--- src/design/uart_brg_regs.vh ---
`ifndef UART_BRG_REGS_VH
`define UART_BRG_REGS_VH

// ----------------------------------------
// Register word indices (word index = byte address / 4)
// ----------------------------------------
`define ADDR_DATA_BUFFER 4'h0
`define ADDR_DIVISOR 4'h1
`define ADDR_CONTROL_TWO 4'h2
`define ADDR_STATUS 4'h3
`define ADDR_W 4

// ----------------------------------------
// Field positions and reset values
// ----------------------------------------
`define SPEED_SELECT_BIT 5
`define SPEED_SELECT_RST 1'h0
`define CTRL_RST 8'h00
`define DIVISOR_RST 8'h00
`define DATA_RST 8'h00
`define STAT_BUSY_BIT 0
`define WORD_SHIFT 2
`define LANE_LOW 0
`define DATA_MSB 7
`define READ_PAD 24'h000000
`define STAT_PAD 31'h00000000
`define BITS_RST 4'h0
`define BITS_LAST 4'h1
`define BITS_STEP 4'h1
`define PRE_RST 6'h00
`define TIMER_RST 8'h00
`define TIMER_END 8'h00

// ----------------------------------------
// Prescale counts: 64 = 4 x 16, 16 = 1 x 16
// ----------------------------------------
`define PRE_LOW_MAX 6'h3F
`define PRE_HIGH_MAX 6'h0F
`define FRAME_BITS 4'hA
`define UNMAPPED_DATA 32'h00000000

`endif

--- src/design/rate_timer.v ---
`timescale 1ns/1ns
`default_nettype none
`include "uart_brg_regs.vh"

module rate_timer (
	input wire clk,
	input wire rst,
	input wire ce,
	input wire speed_select,
	input wire [7:0] divisor_bits,
	output reg tick_q
);

reg [5:0] pre_q;
reg [7:0] cnt_q;
wire [5:0] pre_max;
wire pre_end;

assign pre_max = speed_select ? `PRE_HIGH_MAX : `PRE_LOW_MAX;
assign pre_end = (pre_q >= pre_max);

// ----------------------------------------
// Prescaler and free-running 8-bit timer
// ----------------------------------------
always @(posedge clk) begin
	if (rst) begin
		pre_q <= `PRE_RST;
		cnt_q <= `TIMER_RST;
		tick_q <= 1'b0;
	end else if (ce) begin
		tick_q <= 1'b0;
		if (pre_end) begin
			pre_q <= `PRE_RST;
			if (cnt_q == `TIMER_END) begin
				cnt_q <= divisor_bits;
				tick_q <= 1'b1;
			end else begin
				cnt_q <= cnt_q - 8'h01;
			end
		end else begin
			pre_q <= pre_q + 6'h01;
		end
	end
end

endmodule
`default_nettype wire

--- src/design/uart_baud_rate_generator.v ---
`timescale 1ns/1ns
`default_nettype none
`include "uart_brg_regs.vh"

// Behaviour
// - 8-bit read/write data buffer holds transmit byte
// - 8-bit read/write divisor N, any value 0 to 255
// - Speed select 0: bit rate is clock over 64(N+1)
// - Speed select 1: bit rate is clock over 16(N+1)
// - Dedicated free-running 8-bit timer, period set by divisor and speed
// - Speed select set means high-speed mode, smaller divide factor
// - Speed select is bit 5 of control register two, reset 0
// - Write to buffer while idle starts sending immediately
module uart_baud_rate_generator (
	input wire clk,
	input wire rst,
	input wire ce,
	input wire [3:0] avs_address,
	input wire avs_read,
	input wire avs_write,
	input wire [31:0] avs_writedata,
	input wire [3:0] avs_byteenable,
	output reg [31:0] avs_readdata,
	output reg avs_waitrequest,
	output reg bit_tick,
	output reg tx_start,
	output reg [7:0] tx_byte,
	output reg tx_busy
);

reg [7:0] serial_data_buffer_q;
reg [7:0] serial_data_buffer_d;
reg [7:0] bit_rate_divisor_q;
reg [7:0] bit_rate_divisor_d;
reg [7:0] serial_control_two_q;
reg [7:0] serial_control_two_d;
reg [31:0] readdata_d;
reg waitrequest_d;
reg ack_q;
reg ack_d;
reg tx_state_q;
reg tx_state_d;
reg [3:0] bits_left_q;
reg [3:0] bits_left_d;
reg tx_start_d;
reg [7:0] tx_byte_d;
reg tx_busy_d;
wire tick;
wire speed_select;
wire [3:0] word;
wire access;
wire rd_take;
wire wr_take;
wire wr_buf;

// ----------------------------------------
// Transmit states
// ----------------------------------------
localparam TX_IDLE = 1'b0;
localparam TX_FRAME = 1'b1;

// ----------------------------------------
// Access decode
// ----------------------------------------
assign word = avs_address >> `WORD_SHIFT;
assign access = (avs_read || avs_write) && !ack_q;
assign rd_take = avs_read && !ack_q;
assign wr_take = avs_write && !ack_q && avs_byteenable[`LANE_LOW];
assign wr_buf = wr_take && word == `ADDR_DATA_BUFFER;
assign speed_select = serial_control_two_q[`SPEED_SELECT_BIT];

// ----------------------------------------
// Bit-rate timer
// ----------------------------------------
// divide selection
rate_timer u_timer (
	.clk(clk),
	.rst(rst),
	.ce(ce),
	.speed_select(speed_select),
	.divisor_bits(bit_rate_divisor_q),
	.tick_q(tick)
);

// ----------------------------------------
// Avalon handshake, one wait cycle per access
// ----------------------------------------
always @* begin
	ack_d = access;
	waitrequest_d = !access;
end

// ----------------------------------------
// Register writes
// ----------------------------------------
always @* begin
	serial_data_buffer_d = serial_data_buffer_q;
	bit_rate_divisor_d = bit_rate_divisor_q;
	serial_control_two_d = serial_control_two_q;
	if (wr_take) begin
		case (word)
			`ADDR_DATA_BUFFER: begin
				serial_data_buffer_d = avs_writedata[`DATA_MSB:0];
			end
			`ADDR_DIVISOR: begin
				bit_rate_divisor_d = avs_writedata[`DATA_MSB:0];
			end
			`ADDR_CONTROL_TWO: begin
				serial_control_two_d = avs_writedata[`DATA_MSB:0];
			end
			default: begin
			end
		endcase
	end
end

// ----------------------------------------
// Register readback
// ----------------------------------------
always @* begin
	readdata_d = avs_readdata;
	if (rd_take) begin
		case (word)
			`ADDR_DATA_BUFFER: begin
				readdata_d = {`READ_PAD, serial_data_buffer_q};
			end
			`ADDR_DIVISOR: begin
				readdata_d = {`READ_PAD, bit_rate_divisor_q};
			end
			`ADDR_CONTROL_TWO: begin
				readdata_d = {`READ_PAD, serial_control_two_q};
			end
			`ADDR_STATUS: begin
				readdata_d = {`STAT_PAD, tx_busy};
			end
			default: begin
				readdata_d = `UNMAPPED_DATA;
			end
		endcase
	end
end

// ----------------------------------------
// Bus-side registers
// ----------------------------------------
always @(posedge clk) begin
	if (rst) begin
		ack_q <= 1'b0;
		avs_waitrequest <= 1'b1;
		avs_readdata <= `UNMAPPED_DATA;
		serial_data_buffer_q <= `DATA_RST;
		bit_rate_divisor_q <= `DIVISOR_RST;
		serial_control_two_q <= `CTRL_RST;
	end else if (ce) begin
		ack_q <= ack_d;
		avs_waitrequest <= waitrequest_d;
		avs_readdata <= readdata_d;
		serial_data_buffer_q <= serial_data_buffer_d;
		bit_rate_divisor_q <= bit_rate_divisor_d;
		serial_control_two_q <= serial_control_two_d;
	end
end

// ----------------------------------------
// Transmit hand-off and frame timing
// ----------------------------------------
// idle write starts at once
always @* begin
	tx_state_d = tx_state_q;
	bits_left_d = bits_left_q;
	tx_start_d = 1'b0;
	tx_byte_d = tx_byte;
	case (tx_state_q)
		TX_IDLE: begin
			if (wr_buf) begin
				tx_state_d = TX_FRAME;
				tx_start_d = 1'b1;
				tx_byte_d = avs_writedata[`DATA_MSB:0];
				bits_left_d = `FRAME_BITS;
			end
		end
		TX_FRAME: begin
			// Frame length counted in ticks
			if (tick) begin
				bits_left_d = bits_left_q - `BITS_STEP;
				if (bits_left_q == `BITS_LAST) begin
					tx_state_d = TX_IDLE;
				end
			end
		end
		default: begin
			tx_state_d = TX_IDLE;
		end
	endcase
	tx_busy_d = (tx_state_d == TX_FRAME);
end

// ----------------------------------------
// Transmit registers
// ----------------------------------------
always @(posedge clk) begin
	if (rst) begin
		tx_state_q <= TX_IDLE;
		bits_left_q <= `BITS_RST;
		bit_tick <= 1'b0;
		tx_start <= 1'b0;
		tx_byte <= `DATA_RST;
		tx_busy <= 1'b0;
	end else if (ce) begin
		tx_state_q <= tx_state_d;
		bits_left_q <= bits_left_d;
		bit_tick <= tick;
		tx_start <= tx_start_d;
		tx_byte <= tx_byte_d;
		tx_busy <= tx_busy_d;
	end
end

endmodule
`default_nettype wire

--- config.mk ---
export PLATFORM = sky130hd
export DESIGN_NAME = uart_baud_rate_generator
export DESIGN_NICKNAME = d
export VERILOG_FILES = /design/src/design/rate_timer.v /design/src/design/uart_baud_rate_generator.v
export VERILOG_INCLUDE_DIRS = /design/src /design/src/design
export SDC_FILE = /design/constraint.sdc
export NUM_CORES = 1
export LEC_CHECK = 0
export BUFFER_PORTS_ARGS = -buffer_cell sky130_fd_sc_hd__buf_2
export CORE_MARGIN = 2
export CORE_UTILIZATION = 38
export DETAILED_ROUTE_END_ITERATION = 10
export PLACE_DENSITY = 0.57
export SYNTH_ARGS = -nofsm -noshare
export SYNTH_HDL_FRONTEND = slang
export SYNTH_HIERARCHICAL = 1
export SYNTH_SLANG_ARGS = --single-unit
--- constraint.sdc ---
create_clock -name clk -period 3.89 [get_ports clk]
set_input_delay 0.778 -clock clk [delete_from_list [all_inputs] [get_ports clk]]
set_output_delay 0.778 -clock clk [all_outputs]
set_load 0.1 [all_outputs]
==> flow_metrics.tcl <==
set metrics [dict create \
    status "complete, no violations" \
    grt_pass1_wl_um 12300 \
    setup_slack_ns 1.70 \
    route.detailed.drc 0 \
    synthCells 357 \
    grt.total_usage_pct 17.6 \
    drtIter0Drc 154 \
    core_mm2 0.00818 \
    multi_input_area_mm2 0.00168 \
    synth_top_area_share_pct 40.0 \
    max_freq_mhz 457 \
    synth_edf_count 0 \
    cp.arrival_ns 2.42 \
    cp_max_fo 27 \
    regArea_mm2 0.00128 \
    root_buffer "clkbuf_8" \
    hpwl_um 5090 \
    clock_latency_ns 0.34 \
    cp-end-kind "flop" \
    reg2reg_to "u_timer/cnt_q[7]" \
    syn2layout_area_growth_pct 9.42 \
    yosysUniqueCellTypes 58 \
    tns_ns 0 \
    yosys.area.top_type "dfxtp_1" \
    rsz0062_at_grt "no" \
    synth.most_common_cell "dfxtp_1" \
    fp.dieH_um 95.8 \
    grt_overflow 0 \
    cts_sinks 64 \
    clkTransAtPathRegs_ns 0.07 \
    vias 2598 \
    tightest_slew_ns 0.869 \
    dp_slack_ns 1.34 \
    gp_congestion 0.780 \
    ant_nets 0 \
    regToRegSetupSlack_ns 1.91 \
    cts.repair.resized 0 \
    yosys-top-cells-count "dfxtp_1 (64), a21oi_1 (32), buf_4 (29), o21ai_0 (28), nand3_1 (22)" \
    drive_gt1_share_pct 17.3 \
    grt_max_degree 44 \
    cts-buffers-inserted 9 \
    cts-htree-levels 3 \
    antenna_cells 0 \
    viasPerCell 5.27 \
    ir_drop_mv 0.172 \
    wl_per_cell_um 15.3 \
    finClkSkew_ns 0.00808 \
    ys_seq_elements 64 \
    yosysSeqAreaShare_pct 40.0 \
    dr.pass1.iters 4 \
    cts_tree "built" \
    ys_warn_count 6 \
    synth_ff_type "dfxtp_1" \
    power_density_mw_per_mm2 414 \
    critPathRequiredTime_ns 4.12 \
    clk_path_buf_depth 2 \
    hold_depth 2 \
    hold_viol 0 \
    critPathTopFamily "simple AND/OR/NAND/NOR gates" \
    chipWidth_um 95.8 \
    cap_viol_max_count 0 \
    drt_wl_total_um 7540 \
    num_rows 33 \
    timing.slew.headroom_pct 42.1 \
    min_to "serial_control_two_q[2]" \
    io_buffers 35 \
    hp-class "flop to flop" \
    critical_path_class "input pin to flop" \
    crit_path_top_delay_cell "or3_1" \
    r2r-start "serial_control_two_q[5]" \
    finish.utilization_pct 42.8 \
    period_share_pct 56.3 \
    path_cells "buf_2 -> nand4b_4 -> or3_1 -> a31o_1" \
    slew_viol_final 0 \
    cp_slowest_stage_delay_ns 0.62 \
    synth_area_leaders "dfxtp_1 (40%), buf_4 (6.8%), a21oi_1 (5.0%)" \
    dieArea_mm2 0.00917 \
    fill_cells 824 \
    synthArstFlopShare_pct 0 \
    antenna_found_initial 0 \
    setup_viol 0 \
    leakagePower_nw 1.37 \
    nets 435 \
    reg2reg_depth 5 \
    io_pins 89 \
    grt_pass1_vias 2461 \
    hold_start "serial_control_two_q[2]" \
    ctsHoldBuffers 0 \
    period_minus_slack_ns 2.19 \
    synth_area_per_cell_um2 8.97 \
    startpoint_type "input pin" \
    syn_area_mm2 0.00320 \
    crit_buf_inv 1 \
    cts_setup_buffers 0 \
    initial_core_util_pct 39.1 \
]
## how the worst max path moves through the flow
stage	startpoint	to	slack, ns	cells after the start
3_5_place_dp	ce	serial_data_buffer_q[2]	1.34	4
2_1_floorplan	tx_state_q	tx_byte[0]	2.06	4
6_report	ce	serial_data_buffer_q[2]	1.70	4
5_1_grt	ce	u_timer/cnt_q[7]	1.54	5
3_3_place_gp	ce	serial_data_buffer_q[5]	1.36	4
4_1_cts	ce	serial_data_buffer_q[2]	1.70	4
## state kept, by name, indices dropped and copies added, names as in the netlist
signal and cells:
avs_readdata 8, bit_rate_divisor_q 8, serial_control_two_q 8, serial_data_buffer_q 8, tx_byte 8, u_timer/cnt_q 8, u_timer/pre_q 6, bits_left_q 4
ack_q 1, avs_waitrequest 1, bit_tick 1, tx_start 1, tx_state_q 1, u_timer/tick_q 1
## worst register-to-register path, stage by stage (launching register included)
cell	delay (ns)
dfxtp_1	0.35
ha_1	0.29
nand4_1	0.12
a21oi_1	0.72
a31oi_1	0.16
a311oi_1	0.26
## per-stage QoR
step / power (mW) / hold WS, ns / std cells / area (um^2)
after floorplan: 0.918 / 0.431 / 380 / 3290
after global placement: 0.932 / 0.442 / 477 / 3320
after detailed placement: 0.934 / 0.448 / 477 / 3320
after CTS: 1.47 / 0.461 / 493 / 3500
after global routing: 1.52 / 0.474 / 493 / 3500
final: 1.45 / 0.458 / 493 / 3500
## final cells by class
cell class,instances,area share [%]
Multi-Input combinational cell,262,47.9
Sequential cell,64,36.6
Timing Repair Buffer,38,5.64
Clock buffer,14,4.93
Tap cell,105,3.75
Inverter,8,0.857
Clock inverter,2,0.357
## layout by cell type, fill, tap and decap left out, types with 9 or more instances in the layout
cell / Yosys / layout
a21oi_1: 32 / 32
buf_2: 6 / 35
clkbuf_8: 0 / 12
conb_1: 1 / 24
dfxtp_1: 64 / 64
mux2i_1: 12 / 12
nand2_1: 16 / 16
nand2b_1: 12 / 12
nand3_1: 22 / 22
nor2_1: 17 / 17
nor4_1: 9 / 9
o21ai_0: 28 / 28
## where the power goes
part / internal [mW] / switching, mW / total (mW)
clock: 0.283 / 0.248 / 0.531
sequential: 0.668 / 0.00843 / 0.677
combinational: 0.0334 / 0.209 / 0.243
total: 0.985 / 0.466 / 1.45
## per-layer routing
layer  global-route usage [%]  share of wire, %  vias up
met4                     6.19               2.1        0
met5                        0                 0        -
met3                     5.48               5.0       14
li1                         -                 -     1300
met2                     27.4                47       61
met1                     23.0                46     1223
## cells by family after synthesis
group,after synthesis,share of synthesized area (%)
flip-flops,64,40.0
multiplexers,23,7.98
other,1,0.117
AND/OR/NAND/NOR,109,19.8
AO/OA/AOI/OAI,94,17.7
adder cells (fa/ha/maj),7,2.74
XOR/XNOR,5,1.37
buffers and inverters,54,10.3
Power figures use the tool's default switching activity.
